[config.mk]
export PLATFORM = sky130hd
export DESIGN_NAME = fls_top
export DESIGN_NICKNAME = d
export VERILOG_FILES = /design/src/hdl/fls_pkg.sv /design/src/hdl/fls_fp_cvt.sv /design/src/hdl/fls_top.sv
export SDC_FILE = /design/constraint.sdc
export NUM_CORES = 1
export LEC_CHECK = 0
export ABC_AREA = 1
export BUFFER_PORTS_ARGS = -buffer_cell sky130_fd_sc_hd__buf_2
export CORE_AREA = 2 2 250 252
export CTS_CLUSTER_DIAMETER = 80
export DETAILED_ROUTE_END_ITERATION = 12
export DIE_AREA = 0 0 252 254
export GPL_ROUTABILITY_DRIVEN = 0
export PLACE_DENSITY_LB_ADDON = 0.2
export SYNTH_ARGS = -nofsm -noshare
export SYNTH_HDL_FRONTEND = slang
export SYNTH_SLANG_ARGS = --single-unit
[constraint.sdc]
create_clock -name I_CLOCK -period 2 [get_ports I_CLOCK]
set_input_delay 0.4 -clock I_CLOCK [delete_from_list [all_inputs] [get_ports I_CLOCK]]
set_output_delay 0.4 -clock I_CLOCK [all_outputs]
set_load 0.1 [all_outputs]
[src/hdl/fls_pkg.sv]
// Shared constants and types for the floating-point load/store address unit
package fls_pkg;

  // ----------------------------------------------------------------
  // Datapath widths
  // ----------------------------------------------------------------
  localparam int XLEN = 64;
  localparam int DISP_W = 16;
  localparam int REG_IDX_W = 5;
  localparam int WORD_W = 32;
  localparam logic [REG_IDX_W-1:0] REG_ZERO = 5'h00;

  // ----------------------------------------------------------------
  // Format conversion constants (exponent fields and fraction widths)
  // ----------------------------------------------------------------
  localparam logic [7:0] SP_EXP_MAX = 8'hFF;
  localparam logic [10:0] DP_EXP_MAX = 11'h7FF;
  localparam logic [10:0] EXP_REBIAS = 11'h380;   // 1023 - 127
  localparam logic [10:0] DP_NORM_LIM = 11'h380;  // Above this a store stays normal
  localparam logic [10:0] DP_DENORM_LO = 11'h36A; // Lowest exponent still denormalised
  localparam logic [10:0] DP_DENORM_REF = 11'h39E; // Shift reference for denormalising
  localparam logic [10:0] SP_DENORM_REF = 11'h381; // Exponent base for denormal loads
  localparam int SP_FRAC_W = 23;
  localparam int DP_FRAC_W = 52;
  localparam int FRAC_PAD_W = 29;

  // ----------------------------------------------------------------
  // APB register map
  // ----------------------------------------------------------------
  localparam int APB_AW = 8;
  localparam logic [APB_AW-1:0] ADDR_CTRL = 8'h00;
  localparam logic [APB_AW-1:0] ADDR_STATUS = 8'h04;
  localparam logic [APB_AW-1:0] ADDR_ILL_CNT = 8'h08;
  localparam logic [APB_AW-1:0] ADDR_EA_LO = 8'h0C;
  localparam logic [APB_AW-1:0] ADDR_EA_HI = 8'h10;
  localparam int CTRL_EN_BIT = 0;
  localparam int STAT_BUSY_BIT = 0;
  localparam int STAT_ILL_BIT = 1;
  localparam logic CTRL_EN_RST = 1'b1;
  localparam int ILL_CNT_W = 16;

  // ----------------------------------------------------------------
  // Sequencer states
  // ----------------------------------------------------------------
  typedef enum logic [0:0] {
    ST_IDLE,
    ST_MEM
  } fls_state_t;

endpackage

[src/hdl/fls_fp_cvt.sv]
// Single/double precision format conversion for loads and stores
`timescale 1ns/1ns
`default_nettype none

module fls_fp_cvt (
  // Load path: memory word to register image
  input wire logic [31:0] i_sp_word,
  output logic [63:0] o_dp_val,
  // Store path: register image to memory word
  input wire logic [63:0] i_dp_val,
  output logic [31:0] o_sp_word
);

  logic sgn_l;
  logic [7:0] exp_l;
  logic [22:0] frac_l;
  logic [4:0] msb_l;
  logic [4:0] shl_l;
  logic [22:0] norm_l;
  logic [10:0] dexp_l;
  logic [10:0] exp_s;
  logic [10:0] shr_s;
  logic [52:0] mant_s;
  logic [52:0] den_s;

  // ----------------------------------------------------------------
  // Single to double widening
  // ----------------------------------------------------------------
  always_comb begin
    sgn_l = i_sp_word[31];
    exp_l = i_sp_word[30:23];
    frac_l = i_sp_word[22:0];
    msb_l = 5'h00;
    for (int i = 0; i < fls_pkg::SP_FRAC_W; i++) begin
      if (frac_l[i]) begin
        msb_l = 5'(i);
      end
    end
    shl_l = 5'(fls_pkg::SP_FRAC_W) - msb_l;
    norm_l = frac_l << shl_l;
    dexp_l = fls_pkg::SP_DENORM_REF - {6'h00, shl_l};
    if (exp_l == fls_pkg::SP_EXP_MAX) begin
      o_dp_val = {sgn_l, fls_pkg::DP_EXP_MAX, frac_l, 29'h0000_0000};
    end else if (exp_l != 8'h00) begin
      o_dp_val = {sgn_l, {3'h0, exp_l} + fls_pkg::EXP_REBIAS, frac_l, 29'h0000_0000};
    end else if (frac_l == 23'h00_0000) begin
      o_dp_val = {sgn_l, 63'h0000_0000_0000_0000};
    end else begin
      o_dp_val = {sgn_l, dexp_l, norm_l, 29'h0000_0000}; // Denormal input renormalised
    end
  end

  // ----------------------------------------------------------------
  // Double to single narrowing; exponent alone decides, no enable bit
  // ----------------------------------------------------------------
  always_comb begin
    exp_s = i_dp_val[62:52];
    mant_s = {1'b1, i_dp_val[51:0]};
    shr_s = fls_pkg::DP_DENORM_REF - exp_s;
    den_s = mant_s >> shr_s;
    if (exp_s <= fls_pkg::DP_NORM_LIM && exp_s >= fls_pkg::DP_DENORM_LO) begin
      o_sp_word = {i_dp_val[63], 8'h00, den_s[22:0]};
    end else begin
      o_sp_word = {i_dp_val[63:62], i_dp_val[58:29]};
    end
  end

endmodule

`default_nettype wire

[src/hdl/fls_top.sv]
// Floating-point load/store address, data and writeback unit with APB status
//
// Chosen here: register access over APB and the placing of the registers.
`timescale 1ns/1ns
`default_nettype none

// Contract
// - Immediate form: sign-extended displacement plus base
// - Base field zero means zero base
// - Indexed form: base operand plus index register
// - Update form with zero base is invalid
// - Condition record bit set is invalid
// - Underflow enable never steers store denormalisation
// - Single load widened to double into target
// - Double load copied unchanged into target
// - Update forms write address back to base
// - Single store narrowed from double to word
// - Double store written unchanged to memory
// - Integer word store writes low 32 bits
module fls_top (
  // Clock and reset
  input wire logic I_CLOCK,
  input wire logic I_RST_N,
  // Issue side
  input wire logic I_ISSUE_VALID,
  output logic O_ISSUE_READY,
  input wire logic I_IS_STORE,
  input wire logic I_IS_DOUBLE,
  input wire logic I_IS_INDEXED,
  input wire logic I_IS_UPDATE,
  input wire logic I_IS_INT_WORD,
  input wire logic I_COND_RECORD_BIT,
  input wire logic [4:0] I_BASE_REG_FIELD,
  input wire logic [4:0] I_FP_REG,
  input wire logic [15:0] I_DISPLACEMENT,
  input wire logic [63:0] I_BASE_VAL,
  input wire logic [63:0] I_INDEX_VAL,
  input wire logic [63:0] I_FP_SOURCE_VAL,
  // Exception side
  output logic O_ILLEGAL,
  // Memory access path
  output logic O_MEM_REQ,
  output logic O_MEM_WE,
  output logic O_MEM_DWORD,
  output logic [63:0] O_MEM_ADDR,
  output logic [63:0] O_MEM_WDATA,
  input wire logic I_MEM_ACK,
  input wire logic [63:0] I_MEM_RDATA,
  // Floating-point register write port
  output logic O_FPR_WE,
  output logic [4:0] O_FPR_WADDR,
  output logic [63:0] O_FPR_WDATA,
  // General register write port
  output logic O_GPR_WE,
  output logic [4:0] O_GPR_WADDR,
  output logic [63:0] O_GPR_WDATA,
  // APB slave
  input wire logic I_PSEL,
  input wire logic I_PENABLE,
  input wire logic I_PWRITE,
  input wire logic [7:0] I_PADDR,
  input wire logic [31:0] I_PWDATA,
  output logic [31:0] O_PRDATA,
  output logic O_PREADY,
  output logic O_PSLVERR
);

  fls_pkg::fls_state_t state_ff;
  fls_pkg::fls_state_t nxt_state;
  logic ready_ff;
  logic ctrl_en_ff;
  logic nxt_ctrl_en;
  logic ill_seen_ff;
  logic [fls_pkg::ILL_CNT_W-1:0] ill_cnt_ff;
  logic ill_ff;
  logic req_ff;
  logic we_ff;
  logic dword_ff;
  logic [63:0] addr_ff;
  logic [63:0] wdata_ff;
  logic int_ff;
  logic upd_ff;
  logic [4:0] fpr_ff;
  logic [4:0] base_ff;
  logic fpr_we_ff;
  logic [63:0] fpr_wdata_ff;
  logic gpr_we_ff;
  logic [63:0] gpr_wdata_ff;
  logic [31:0] prdata_ff;
  logic pready_ff;
  logic pslverr_ff;
  logic accept;
  logic invalid;
  logic [63:0] base_op;
  logic [63:0] offset;
  logic [63:0] eff_addr;
  logic [63:0] store_data;
  logic [63:0] load_dp;
  logic [31:0] store_sp;
  logic apb_setup;
  logic apb_wr;
  logic ill_clr;

  // ----------------------------------------------------------------
  // Register decode helpers
  // ----------------------------------------------------------------
  function automatic logic addr_hit(input logic [7:0] a);
    addr_hit = (a == fls_pkg::ADDR_CTRL) || (a == fls_pkg::ADDR_STATUS) ||
               (a == fls_pkg::ADDR_ILL_CNT) || (a == fls_pkg::ADDR_EA_LO) ||
               (a == fls_pkg::ADDR_EA_HI);
  endfunction

  function automatic logic [31:0] bit_at(input int pos, input logic v);
    bit_at = 32'h0000_0000;
    bit_at[pos] = v;
  endfunction

  // ----------------------------------------------------------------
  // Effective address formation
  // ----------------------------------------------------------------
  always_comb begin
    if (I_BASE_REG_FIELD == fls_pkg::REG_ZERO && !I_IS_UPDATE) begin
      base_op = 64'h0000_0000_0000_0000;
    end else begin
      base_op = I_BASE_VAL;
    end
    if (I_IS_INDEXED) begin
      offset = I_INDEX_VAL;
    end else begin
      offset = {{(fls_pkg::XLEN - fls_pkg::DISP_W){I_DISPLACEMENT[15]}}, I_DISPLACEMENT};
    end
    eff_addr = base_op + offset;
  end

  // Invalid form detection; integer word store exists only as plain indexed
  assign invalid = (I_IS_UPDATE && I_BASE_REG_FIELD == fls_pkg::REG_ZERO) ||
                   I_COND_RECORD_BIT ||
                   (I_IS_INT_WORD && !(I_IS_STORE && I_IS_INDEXED && !I_IS_UPDATE));

  assign accept = ready_ff && I_ISSUE_VALID;

  // ----------------------------------------------------------------
  // Format conversion
  // ----------------------------------------------------------------
  fls_fp_cvt u_cvt (
    .i_sp_word(I_MEM_RDATA[31:0]),
    .o_dp_val(load_dp),
    .i_dp_val(I_FP_SOURCE_VAL),
    .o_sp_word(store_sp)
  );

  // Store data selection by access kind
  always_comb begin
    if (I_IS_INT_WORD) begin
      store_data = {32'h0000_0000, I_FP_SOURCE_VAL[31:0]};
    end else if (I_IS_DOUBLE) begin
      store_data = I_FP_SOURCE_VAL;
    end else begin
      store_data = {32'h0000_0000, store_sp};
    end
  end

  // ----------------------------------------------------------------
  // Sequencer
  // ----------------------------------------------------------------
  always_comb begin
    nxt_state = state_ff;
    unique case (state_ff)
      fls_pkg::ST_IDLE: begin
        if (accept && !invalid) begin
          nxt_state = fls_pkg::ST_MEM;
        end
      end
      fls_pkg::ST_MEM: begin
        if (I_MEM_ACK) begin
          nxt_state = fls_pkg::ST_IDLE;
        end
      end
    endcase
  end

  // State and issue readiness; ready only while idle and enabled
  always_ff @(posedge I_CLOCK or negedge I_RST_N) begin
    if (!I_RST_N) begin
      state_ff <= fls_pkg::ST_IDLE;
      ready_ff <= 1'b0;
    end else begin
      state_ff <= nxt_state;
      ready_ff <= (nxt_state == fls_pkg::ST_IDLE) && nxt_ctrl_en && !accept;
    end
  end

  // Memory request; held until acknowledged, never issued for invalid forms
  always_ff @(posedge I_CLOCK or negedge I_RST_N) begin
    if (!I_RST_N) begin
      req_ff <= 1'b0;
      we_ff <= 1'b0;
      dword_ff <= 1'b0;
      addr_ff <= 64'h0000_0000_0000_0000;
      wdata_ff <= 64'h0000_0000_0000_0000;
      int_ff <= 1'b0;
      upd_ff <= 1'b0;
      fpr_ff <= 5'h00;
      base_ff <= 5'h00;
    end else if (accept && !invalid) begin
      req_ff <= 1'b1;
      we_ff <= I_IS_STORE;
      dword_ff <= I_IS_DOUBLE && !I_IS_INT_WORD;
      addr_ff <= eff_addr;
      wdata_ff <= I_IS_STORE ? store_data : 64'h0000_0000_0000_0000;
      int_ff <= I_IS_INT_WORD;
      upd_ff <= I_IS_UPDATE;
      fpr_ff <= I_FP_REG;
      base_ff <= I_BASE_REG_FIELD;
    end else if (req_ff && I_MEM_ACK) begin
      req_ff <= 1'b0;
    end
  end

  // Register writebacks, one-cycle pulses after the acknowledge
  always_ff @(posedge I_CLOCK or negedge I_RST_N) begin
    if (!I_RST_N) begin
      fpr_we_ff <= 1'b0;
      fpr_wdata_ff <= 64'h0000_0000_0000_0000;
      gpr_we_ff <= 1'b0;
      gpr_wdata_ff <= 64'h0000_0000_0000_0000;
    end else begin
      fpr_we_ff <= req_ff && I_MEM_ACK && !we_ff;
      gpr_we_ff <= req_ff && I_MEM_ACK && upd_ff;
      if (req_ff && I_MEM_ACK && !we_ff) begin
        fpr_wdata_ff <= dword_ff ? I_MEM_RDATA : load_dp;
      end
      if (req_ff && I_MEM_ACK && upd_ff) begin
        gpr_wdata_ff <= addr_ff;
      end
    end
  end

  // Illegal-instruction pulse toward exception logic
  always_ff @(posedge I_CLOCK or negedge I_RST_N) begin
    if (!I_RST_N) begin
      ill_ff <= 1'b0;
    end else begin
      ill_ff <= accept && invalid;
    end
  end

  // ----------------------------------------------------------------
  // APB slave: one wait-free access phase, read data captured at setup, write data taken in the access phase
  // ----------------------------------------------------------------
  assign apb_setup = I_PSEL && !I_PENABLE;
  assign apb_wr = I_PSEL && I_PENABLE && pready_ff && I_PWRITE;
  assign ill_clr = apb_wr && I_PADDR == fls_pkg::ADDR_STATUS && I_PWDATA[fls_pkg::STAT_ILL_BIT];

  always_comb begin
    nxt_ctrl_en = ctrl_en_ff;
    if (apb_wr && I_PADDR == fls_pkg::ADDR_CTRL) begin
      nxt_ctrl_en = I_PWDATA[fls_pkg::CTRL_EN_BIT];
    end
  end

  // Control register
  always_ff @(posedge I_CLOCK or negedge I_RST_N) begin
    if (!I_RST_N) begin
      ctrl_en_ff <= fls_pkg::CTRL_EN_RST;
    end else begin
      ctrl_en_ff <= nxt_ctrl_en;
    end
  end

  // Sticky illegal flag, a new event wins over a clear; wrapping counter
  always_ff @(posedge I_CLOCK or negedge I_RST_N) begin
    if (!I_RST_N) begin
      ill_seen_ff <= 1'b0;
      ill_cnt_ff <= 16'h0000;
    end else begin
      if (accept && invalid) begin
        ill_seen_ff <= 1'b1;
        ill_cnt_ff <= ill_cnt_ff + 16'h0001;
      end else if (ill_clr) begin
        ill_seen_ff <= 1'b0;
      end
    end
  end

  // Bus answer registers
  always_ff @(posedge I_CLOCK or negedge I_RST_N) begin
    if (!I_RST_N) begin
      pready_ff <= 1'b0;
      pslverr_ff <= 1'b0;
      prdata_ff <= 32'h0000_0000;
    end else begin
      pready_ff <= apb_setup;
      pslverr_ff <= apb_setup && !addr_hit(I_PADDR);
      if (apb_setup && !I_PWRITE) begin
        unique case (I_PADDR)
          fls_pkg::ADDR_CTRL: prdata_ff <= bit_at(fls_pkg::CTRL_EN_BIT, ctrl_en_ff);
          fls_pkg::ADDR_STATUS: prdata_ff <= bit_at(fls_pkg::STAT_BUSY_BIT, req_ff) |
                                             bit_at(fls_pkg::STAT_ILL_BIT, ill_seen_ff);
          fls_pkg::ADDR_ILL_CNT: prdata_ff <= {16'h0000, ill_cnt_ff};
          fls_pkg::ADDR_EA_LO: prdata_ff <= addr_ff[31:0];
          fls_pkg::ADDR_EA_HI: prdata_ff <= addr_ff[63:32];
          default: prdata_ff <= 32'h0000_0000;
        endcase
      end else begin
        prdata_ff <= 32'h0000_0000;
      end
    end
  end

  // ----------------------------------------------------------------
  // Output drive, all from flip-flops
  // ----------------------------------------------------------------
  assign O_ISSUE_READY = ready_ff;
  assign O_ILLEGAL = ill_ff;
  assign O_MEM_REQ = req_ff;
  assign O_MEM_WE = we_ff;
  assign O_MEM_DWORD = dword_ff;
  assign O_MEM_ADDR = addr_ff;
  assign O_MEM_WDATA = wdata_ff;
  assign O_FPR_WE = fpr_we_ff;
  assign O_FPR_WADDR = fpr_ff;
  assign O_FPR_WDATA = fpr_wdata_ff;
  assign O_GPR_WE = gpr_we_ff;
  assign O_GPR_WADDR = base_ff;
  assign O_GPR_WDATA = gpr_wdata_ff;
  assign O_PRDATA = prdata_ff;
  assign O_PREADY = pready_ff;
  assign O_PSLVERR = pslverr_ff;

endmodule

`default_nettype wire

# ---- After elaboration in Yosys (flattened, before gate mapping)
# Cells that the tools add are included.
dict set report word_totals {
  reg_bits 327
  inputBits 335
  wordCells 126
}
dict set report op_classes {
  add_sub_neg 6
  n_lt_le_gt_ge 2
  eq_ne 5
  shift 2
  n_mux 42
  bitwise_logic 3
  n_reduce_logical 45
}
# cell count
set op_table {}
lappend op_table {{64-bit two-way mux} 6}
lappend op_table {{63-bit two-way mux} 3}
lappend op_table {{32-bit case mux with 5 select lines} 1}
lappend op_table {{64-bit adder} 1}
lappend op_table {{53-bit by 11-bit right shift with 23-bit output} 1}
lappend op_table {{5-bit two-way mux} 7}
lappend op_table {{32-bit two-way mux} 1}
lappend op_table {{4-bit two-way mux} 8}
lappend op_table {{31-bit two-way mux} 1}
lappend op_table {{1-bit logical AND} 24}
lappend op_table {{23-bit logical NOT} 1}
lappend op_table {{23-bit by 5-bit left shift with 23-bit output} 1}
lappend op_table {{16-bit by 1-bit adder with 16-bit output, second input constant} 1}
lappend op_table {{8-bit by 4-bit == test with 1-bit output, second input constant} 2}
lappend op_table {{3-bit two-way mux} 4}
lappend op_table {{8-bit by 10-bit adder with 11-bit output, second input constant} 1}
lappend op_table {{11-bit by 10-bit >= comparator with 1-bit output, second input constant} 1}
lappend op_table {{11-bit by 10-bit less-or-equal comparator with 1-bit output, second input constant} 1}
lappend op_table {{10-bit by 11-bit subtractor with 11-bit output, first input constant} 1}
lappend op_table {{10-bit by 5-bit subtractor with 11-bit output, first input constant} 1}
lappend op_table {{1-bit logical NOT} 9}
lappend op_table {{8-bit by 3-bit == test with 1-bit output, second input constant} 1}
lappend op_table {{8-bit by 5-bit == test with 1-bit output, second input constant} 1}
lappend op_table {{8-bit == test, second input constant} 1}
lappend op_table {{other kinds (11)} 26}

# ---- Longest topological paths before layout
# Gate-level depths: netlist of run 1.
dict set report logic_depth {
  depth_word 28
  depth_mapped 35
}

# ---- Cells and area by module
# A second synthesis of run 1 with hierarchy kept.
dict set report hier_totals {
  hier_cells 4144
  area_unflattened_um2 25708.4
}
# module n_inst cells_each area_each_um2 seq_area_each_um2
set by_module_without_submodules {}
lappend by_module_without_submodules {fls_top 1 3028 20519.7 8184.1}
lappend by_module_without_submodules {fls_fp_cvt 1 1116 5188.7 0.0}

# ---- Least setup slack after synthesis of run 1
# Ideal clock, no wire load.
dict set report synth_timing {
  path_type {input-to-reg}
  start {input I_BASE_REG_FIELD[3]}
  end {register addr_ff[40], in the netlist O_MEM_ADDR[40]}
  setup_ps 126
  arrival_ps 3714
  path_slack_ps -1840
  path_stages 22
  n_path_buf 1
  path_cell_list {nor3_1 > nor3b_1 > nand2_1 > inv_2 > clkbuf_1 > nor2_1 > ha_1 > a21oi_1 > nand2_1 > a21oi_2 > o21ai_1 > a21boi_2 > o21ai_2 > a21oi_2 > o21ai_1 > a21boi_2 > o21ai_1 > a21oi_1 > o21ai_0 > or2_0 > nand3_1 > o21ai_1}
}
dict set report synth_via {
  elab_chain_cells 6
}
# item line_no
set synth_rtl {}
lappend synth_rtl {{start, declared} fls_top.sv:33} ;# input wire logic [4:0] I_BASE_REG_FIELD,
lappend synth_rtl {{5-bit logical NOT *} {fls_top.sv:122, fls_top.sv:136}}
lappend synth_rtl {{parallel branches: the longest is 5 deep, another holds 64-bit adder} n/a}
lappend synth_rtl {{end signal, assigned} fls_top.sv:209} ;# addr_ff <= eff_addr;
lappend synth_rtl {{end, declared} fls_top.sv:79} ;# logic [63:0] addr_ff;
# Every way passes the cells marked *.
# A chain may end at the register's enable or synchronous reset.

# ---- Final worst setup path of run 1
dict set report layout_timing {
  start {input I_BASE_REG_FIELD[3]}
  end {register addr_ff[6], in the netlist O_MEM_ADDR[6]}
}
# The elaborated chain is that of the path after synthesis.

==> impl_metrics.py, run 1 <==
metrics = {
    "cts": {
        "cts-root-to-sink-buffers": 3,
        "clock_latency_ps": 590,
        "cts_num_sinks": 327,
        "cts-htree-levels": 2,
        "cts-buffers-inserted": 41,
        "clk_root_buffer_cell": "clkbuf_16",
        "clk_pin_slew_worst_paths_ps": 60,
        "cts_tree": "yes",
    },
    "setup_path": {
        "critPathMostFrequentCell": "buf_4",
        "crit_path_max_fanout": 3,
        "critPathMaxStageDelay_ps": 360,
        "worst_ep_required_time_ps": 2480,
        "critical_path.endpoint_type": "flip-flop",
        "crit_type": "in -> reg",
        "worst_ep_arrival_time_ps": 4120,
        "worst_setup_start_kind": "input pin",
        "critical-path-slowest-cell": "nor3b_4",
    },
    "power": {
        "leakage_uw": 0.0199,
        "irDropWorstVdd_v": 0.000594,
        "report.power.total_uw": 24100,
        "power_density_nw_per_um2": 643,
    },
    "timing": {
        "hold_ws_ps": 56.6,
        "final_max_slew_viol_count": 0,
        "grt_setup_unrepaired": "yes",
        "clock_skew_ps": 23.3,
        "tightest_slew_margin_relative_to_the_limit_pct": 52.8,
        "min_period_over_period_pct": 182,
        "post-route-min-period_ps": 3650,
        "maximum_clock_frequency_mhz": 274,
        "post-route-worst-setup-slack_ps": -1650,
        "final-hold-violation-count": 0,
        "final-setup-viol-count": 114,
        "timing_worst_slew_pin_value_ps": 707,
    },
    "floorplanning": {
        "initial_core_util_pct": 37.4,
        "top_level_ports": 642,
        "std_cell_rows": 91,
        "die-height_um": 254,
        "die_area_um2": 64000,
        "coreArea_um2": 61300,
        "floorplan.die.width_um": 252,
    },
    "synth": {
        "synth.most_common_cell": "nand2_1",
        "primary_ff_master_synth": "dfrtp_1",
        "synth_largest_area_cell": "dfrtp_1",
        "synth_top_area_share_pct": 35.6,
        "netlist-cell-type-count": 59,
        "synthesis.nets": 3843,
        "synth_top_cells_by_count": "nand2_1 (1089), inv_1 (402), dfrtp_1 (326), o21ai_0 (312), nor2_1 (254)",
        "synth-warning-count": 0,
        "ys_top_cells_by_area": "dfrtp_1 (36%), nand2_1 (18%), o21ai_0 (6.8%)",
        "post_synth.cell_area_avg_um2": 6.66,
        "fraction_of_the_yosys_area_taken_by_sequential_cells_pct": 35.7,
        "synth_cells": 3439,
        "asyncSetResetFlopFracSynth_pct": 100,
        "synth_seq_cells": 327,
        "synth_enable_flop_cells": 0,
        "mappedNetlistArea_um2": 22900,
    },
    "global_route": {
        "grt_pass1_vias": 27500,
        "antenna_violations_before_repair": 9,
        "global_route.usage.total_pct": 33.2,
        "grt_first_pass_wirelength_um": 163000,
        "grt_max_degree": 67,
        "globalRouteOverflowTotal": 0,
    },
    "outcome": {
        "violated_checks": "setup timing",
        "run_status": "complete, but fails checks",
    },
    "finish": {
        "finalNetCount": 5083,
        "utilization_pct": 61.1,
        "synthToLayoutAreaGrowth_pct": 63.4,
        "drive_above_1_share_pct": 43.1,
        "fillCellCount": 5498,
    },
    "placed_design": {
        "dpl_worst_slack_ps": -2450,
        "port-buffer-count": 611,
        "post-dp-hpwl_um": 86500,
    },
    "route": {
        "first_pass_iters": 6,
        "first_iteration_detailed_routing_drc_count": 2793,
        "route.final.wire_length_um": 114000,
        "routed_via_density": 5.34,
        "drtAntennaViolNets": 0,
        "wl_per_cell_um": 20.7,
        "dr_total_vias": 29400,
        "detail_route.drc_violations": 0,
    },
    "min_path": {
        "holdCritPathClass": "in -> reg",
    },
    "job": {
        "maxCapViolCount": 0,
    },
}
-- power breakdown --
group	switching (µW)	internal [µW]
logic	5500	3440
clock network	3240	4950
registers	128	6810
-- metal layers --
metal,GRT usage (%),part of all wire (%),wire [µm]
met5,0,0.029,33
met4,16.8,6.1,6920
met3,7.32,9.7,11000
met2,51.1,44,50100
met1,43.9,40,46200
-- metrics by stage --
| stage | setup TNS [ps] | instance area, µm² | instances |
|---|---|---|---|
| detailed placement | -222080 | 32100 | 5319 |
| finish | -95920 | 37400 | 5507 |
| floorplan | -95310 | 23500 | 3439 |
| global placement | -212720 | 32100 | 5319 |
| CTS | -80410 | 35700 | 5477 |
| global route | -112030 | 37400 | 5506 |
-- flip-flops by register name (all words and copies together) (netlist names), 5 cells and up --
| name | cells |
|---|---|
| O_GPR_WADDR | 5 |
| O_PRDATA | 32 |
| ill_cnt_ff | 16 |
| O_MEM_ADDR | 64 |
| O_MEM_WDATA | 64 |
| O_FPR_WDATA | 64 |
| O_GPR_WDATA | 64 |
| O_FPR_WADDR | 5 |
-- path summary, 6_finish.rpt --
check | slack, ps | end | depth (start not counted) | start
worst max-delay path | -1650 | O_MEM_ADDR[6] | 29 | I_BASE_REG_FIELD[3]
worst min-delay path | 60 | O_MEM_REQ | 2 | I_MEM_ACK
worst max register to register | 130 | ill_cnt_ff[15] | 9 | O_ISSUE_READY
worst min register to register | 470 | O_GPR_WADDR[4] | 2 | O_GPR_WADDR[4]
max in group asynchronous | 940 | O_MEM_WDATA[9] | 3 | I_RST_N
min in group asynchronous | 290 | O_GPR_WDATA[6] | 2 | I_RST_N
-- placed cells by master (no fill, tap or decap), types with 20 or more instances in the layout --
master     count
nand3_2       79
nand2_1      946
buf_4        651
inv_2         23
clkbuf_16     44
o211ai_1      31
a21oi_2       30
nand3_4       32
o21ai_1      107
ha_1          58
a21oi_1      147
nand2_2      115
o31ai_1       31
nor2_2        20
o21ai_2       99
o22ai_1       25
buf_12        34
buf_2        597
xor2_1        26
o21ai_0      176
nand2_4       26
nor3_1        22
dfrtp_1      325
nor2_1       213
nor2_4        25
nand3_1       81
buf_6         55
inv_1        381
-- cell families after synthesis --
| group | count (synthesis) | synth area share (%) |
|---|---|---|
| XOR/XNOR | 63 | 2.41 |
| buffers and inverters | 579 | 9.80 |
| multiplexers | 15 | 0.661 |
| AND/OR/NAND/NOR | 1609 | 28.1 |
| adder cells (fa/ha/maj) | 69 | 3.80 |
| flip-flops | 327 | 35.7 |
| AO/OA/AOI/OAI | 777 | 19.4 |
-- repair_timing --
action | CTS | global route
pin swaps | 219 | 246
endpoints found under the setup margin | 155 | 149
endpoints found under the hold margin | 32 | 0
hold buffers | 5 | 0
buffers inserted | 92 | 32
cloned | 4 | 3
resized for setup | 381 | 359
-- worst max-delay path, delay by kind of cell --
| kind | cells | cell delay (ps) |
|---|---|---|
| AOI/OAI and AO/OA | 3 | 290 |
| xor gates and xnor gates | 1 | 120 |
| adders and majority gates | 1 | 280 |
| buffers and inverters | 19 | 2250 |
| and+or+nand+nor | 5 | 740 |
-- cell type report --
class / count / area (µm²) / share of cell area, %
tap: 790 / 988 / 2.64
clock inverter: 23 / 360 / 0.963
inverter: 417 / 1630 / 4.35
multi-input combinational: 2534 / 15600 / 41.7
antenna: 6 / 15.0 / 0.0401
timing repair buffer: 1358 / 9520 / 25.5
sequential: 327 / 8190 / 21.9
clock buffer: 52 / 1130 / 3.01
(Power assumes the default switching activity.)
==> run 2, diff against run 1 <==
- ABC_AREA: 1 -> 0
- CORE_AREA: 2 2 250 252 -> 2 2 251 253
- DIE_AREA: 0 0 252 254 -> 0 0 253 255
==> run 2 against run 1 <==
Critical endpoint is now O_MEM_ADDR[61]; the flow still finishes with violations (setup timing); routed wire length decreased by 4.0%; largest cell class unchanged; total power decreased by 9.0%; cell area decreased by 1.8%; register-to-register slack got worse by 100 ps.
==> impl_metrics.py, run 2 <==
metrics = {
    "outcome": {
        "run_status": "complete, but fails checks",
        "violated_checks": "setup timing",
    },
    "global_route": {
        "global_route.usage.total_pct": 32.2,
        "antenna_violations_before_repair": 7,
        "grt_pass1_vias": 27000,
        "globalRouteOverflowTotal": 0,
        "grt_max_degree": 54,
        "grt_first_pass_wirelength_um": 160000,
    },
    "timing": {
        "final-hold-violation-count": 0,
        "maximum_clock_frequency_mhz": 276,
        "post-route-worst-setup-slack_ps": -1620,
        "timing_worst_slew_pin_value_ps": 512,
        "tightest_slew_margin_relative_to_the_limit_pct": 65.5,
        "hold_ws_ps": 25.6,
        "post-route-min-period_ps": 3620,
        "final-setup-viol-count": 189,
        "grt_setup_unrepaired": "yes",
        "min_period_over_period_pct": 181,
        "clock_skew_ps": 25.9,
        "final_max_slew_viol_count": 0,
    },
    "power": {
        "irDropWorstVdd_v": 0.000537,
        "comb_power_share_pct": 33.2,
        "internal_power_uw": 14600,
        "power.share.sequential_pct": 30.6,
        "power.net_switching_uw": 7270,
        "report.power.total_uw": 21900,
        "switching_power_share_of_the_total_pct": 33.2,
        "power_density_nw_per_um2": 596,
        "clockPowerShare_pct": 36.1,
        "leakage_uw": 0.0186,
    },
    "setup_path": {
        "critPathMostFrequentCell": "buf_12",
        "critical-path-slowest-cell": "or4_4",
        "crit_type": "in -> reg",
        "setup.reg_to_reg.worst_slack_ps": 30,
        "path_buf_inv": 5,
        "timing.critical_path.to": "O_MEM_ADDR[61]",
        "crit_path_max_fanout": 6,
        "family_of_cells_with_the_greatest_summed_delay_on_the_critical_path": "simple AND/OR/NAND/NOR gates",
        "r2r-end": "O_FPR_WDATA[40]",
        "worst_ep_required_time_ps": 2490,
        "worst_setup_path_startpoint": "I_BASE_REG_FIELD[4]",
        "worst-r2r-cell-count": 7,
        "cell_chain_of_the_critical_path": "buf_6 -> or4_4 -> nor3_4 -> buf_12 -> buf_12 -> buf_12 -> buf_6 -> nor2b_1 -> ha_1 -> nand2_1 -> or3_4 -> or3_1 -> o21ba_4 -> a21oi_4 -> o211ai_1 -> mux2i_1 -> a211o_1",
        "worst_setup_start_kind": "input pin",
        "worst_ep_arrival_time_ps": 4120,
        "critical_path.endpoint_type": "flip-flop",
        "critPathMaxStageDelay_ps": 580,
        "worst-path-stages": 17,
        "r2r_start": "O_MEM_WE",
    },
    "route": {
        "route.top_layer_used": "met5",
        "wl_per_cell_um": 23.1,
        "routedLengthMet1_um": 43600,
        "first_iteration_detailed_routing_drc_count": 2505,
        "drtAntennaViolNets": 0,
        "route.final.wire_length_um": 110000,
        "routed_via_density": 5.77,
        "detail_route.drc_violations": 0,
        "detailroute.wirelength.met3_um": 9940,
        "dr_total_vias": 27400,
        "wl_met2_um": 50400,
        "first_pass_iters": 6,
    },
    "finish": {
        "post-route-cell-area_um2": 36700,
        "most-common-layout-cells": "buf_4 (645), buf_2 (606), nand2_1 (483)",
        "synthToLayoutAreaGrowth_pct": 59.1,
        "fillCellCount": 5311,
        "mostFrequentLayoutCell": "buf_4",
        "finalNetCount": 4313,
        "drive_above_1_share_pct": 49.2,
    },
    "cts": {
        "clk_root_buffer_cell": "clkbuf_16",
        "clk_pin_slew_worst_paths_ps": 60,
        "clock_latency_ps": 600,
        "cts_tree": "yes",
        "cts_num_sinks": 327,
        "cts-root-to-sink-buffers": 3,
        "cts-htree-levels": 2,
        "cts-buffers-inserted": 42,
    },
    "synth": {
        "synth_cells": 2695,
        "synth_seq_cells": 327,
        "mappedNetlistArea_um2": 23100,
        "synth_top_cells_by_count": "nand2_1 (490), dfrtp_1 (326), a21oi_1 (206), o21ai_0 (186), nor2_1 (162)",
        "ys_top_cells_by_area": "dfrtp_1 (35%), nand2_1 (8.0%), mux2_2 (5.6%)",
        "primary_ff_master_synth": "dfrtp_1",
        "synth.most_common_cell": "nand2_1",
        "synth_top_area_share_pct": 35.3,
        "fraction_of_the_yosys_area_taken_by_sequential_cells_pct": 35.4,
        "synth_enable_flop_cells": 0,
        "netlist-cell-type-count": 98,
        "synthesis.nets": 3099,
        "post_synth.cell_area_avg_um2": 8.57,
        "synth-warning-count": 0,
        "synth_largest_area_cell": "dfrtp_1",
        "asyncSetResetFlopFracSynth_pct": 100,
    },
    "floorplanning": {
        "top_level_ports": 642,
        "floorplan.die.width_um": 253,
        "initial_core_util_pct": 37.1,
        "die_area_um2": 64500,
        "die-height_um": 255,
        "std_cell_rows": 92,
        "coreArea_um2": 62200,
    },
    "min_path": {
        "holdCritPathClass": "in -> reg",
    },
    "placed_design": {
        "place_area_um2": 32500,
        "post-dp-hpwl_um": 82500,
        "port-buffer-count": 611,
    },
    "job": {
        "maxCapViolCount": 0,
    },
}
## run 2: cell types whose count changed after synthesis, moves of 32 or more
cell,change
o21ai_0,-126
nand3_1,-115
inv_1,-366
nor2_1,-92
a21o_1,+33
mux4_2,+36
nor2b_1,+78
a22o_1,+32
mux2_2,+113
o21ai_1,-65
nand2_1,-599
mux2i_1,+68
## run 2: timing repair
action	in CTS	in global routing
pin swaps	88	62
hold buffers	3	0
gates cloned	13	5
hold endpoints to repair	41	0
endpoints found under the setup margin	199	203
gates resized for setup	232	167
buffers inserted	77	33
## run 2: cells by family after synthesis
group / count (synthesis) / share of synthesized area, %
muxes: 233 / 12.7
and+or+nand+nor: 994 / 19.6
buffers and inverters: 250 / 4.70
xor gates and xnor gates: 76 / 2.88
adders and majority gates: 69 / 3.77
DFF: 327 / 35.4
AOI/OAI and AO/OA: 746 / 20.9
## run 2: cell type report
cell class | instances | area, µm² | share of cell area, %
Clock buffer | 57 | 1180 | 3.21
Multi-Input combinational cell | 2121 | 15900 | 43.3
Antenna cell | 5 | 12.5 | 0.0341
Timing Repair Buffer | 1378 | 10100 | 27.4
Tap cell | 799 | 1000 | 2.72
Clock inverter | 16 | 220 | 0.599
Inverter | 39 | 169 | 0.460
Sequential cell | 327 | 8190 | 22.3
## run 2: worst register-to-register path: cells and delay by family, from the launching register on
family	cells	cell delay, ps
buffers and inverters	2	420
DFF	1	440
and+or+nand+nor	2	510
AOI/OAI and AO/OA	3	480
## run 2: worst min path at each step
stage	from	end	slack, ps	cells after the start
after detailed placement	I_RST_N	O_FPR_WDATA[30]	380	1
final	I_FP_REG[3]	O_FPR_WADDR[3]	30	3
after global routing	I_FP_REG[3]	O_FPR_WADDR[3]	30	3
after CTS	I_FP_REG[3]	O_FPR_WADDR[3]	1	3
after floorplan	I_RST_N	O_FPR_WADDR[0]	100	0
after global placement	I_RST_N	O_FPR_WDATA[30]	380	1
## run 2: routing by layer
metal | vias to the layer above | GRT usage, %
li1 | 12200 | -
met5 | - | 0
met3 | 385 | 7.30
met2 | 1516 | 52.4
met1 | 13300 | 41.0
met4 | 4 | 14.2
## run 2: per-stage QoR
stage,worst slack [ps],utilization [%],TNS (ps),cells
4_1_cts,-1550,57.6,-219950,4716
2_1_floorplan,-1860,-,-129580,2695
3_3_place_gp,-2320,52.3,-241420,4554
6_report,-1620,59.1,-100700,4742
3_5_place_dp,-2380,52.3,-245460,4554
5_1_grt,-1770,59.1,-120730,4741
## run 2: power groups by stage
| stage | logic (µW) | clock network [µW] | registers, µW |
|---|---|---|---|
| after floorplan | 2930 | 0 | 7090 |
| after global placement | 6010 | 0 | 6820 |
| after detailed placement | 6090 | 0 | 6820 |
| after CTS | 6740 | 8010 | 6700 |
| after global routing | 7680 | 8300 | 6700 |
| final | 7280 | 7910 | 6700 |
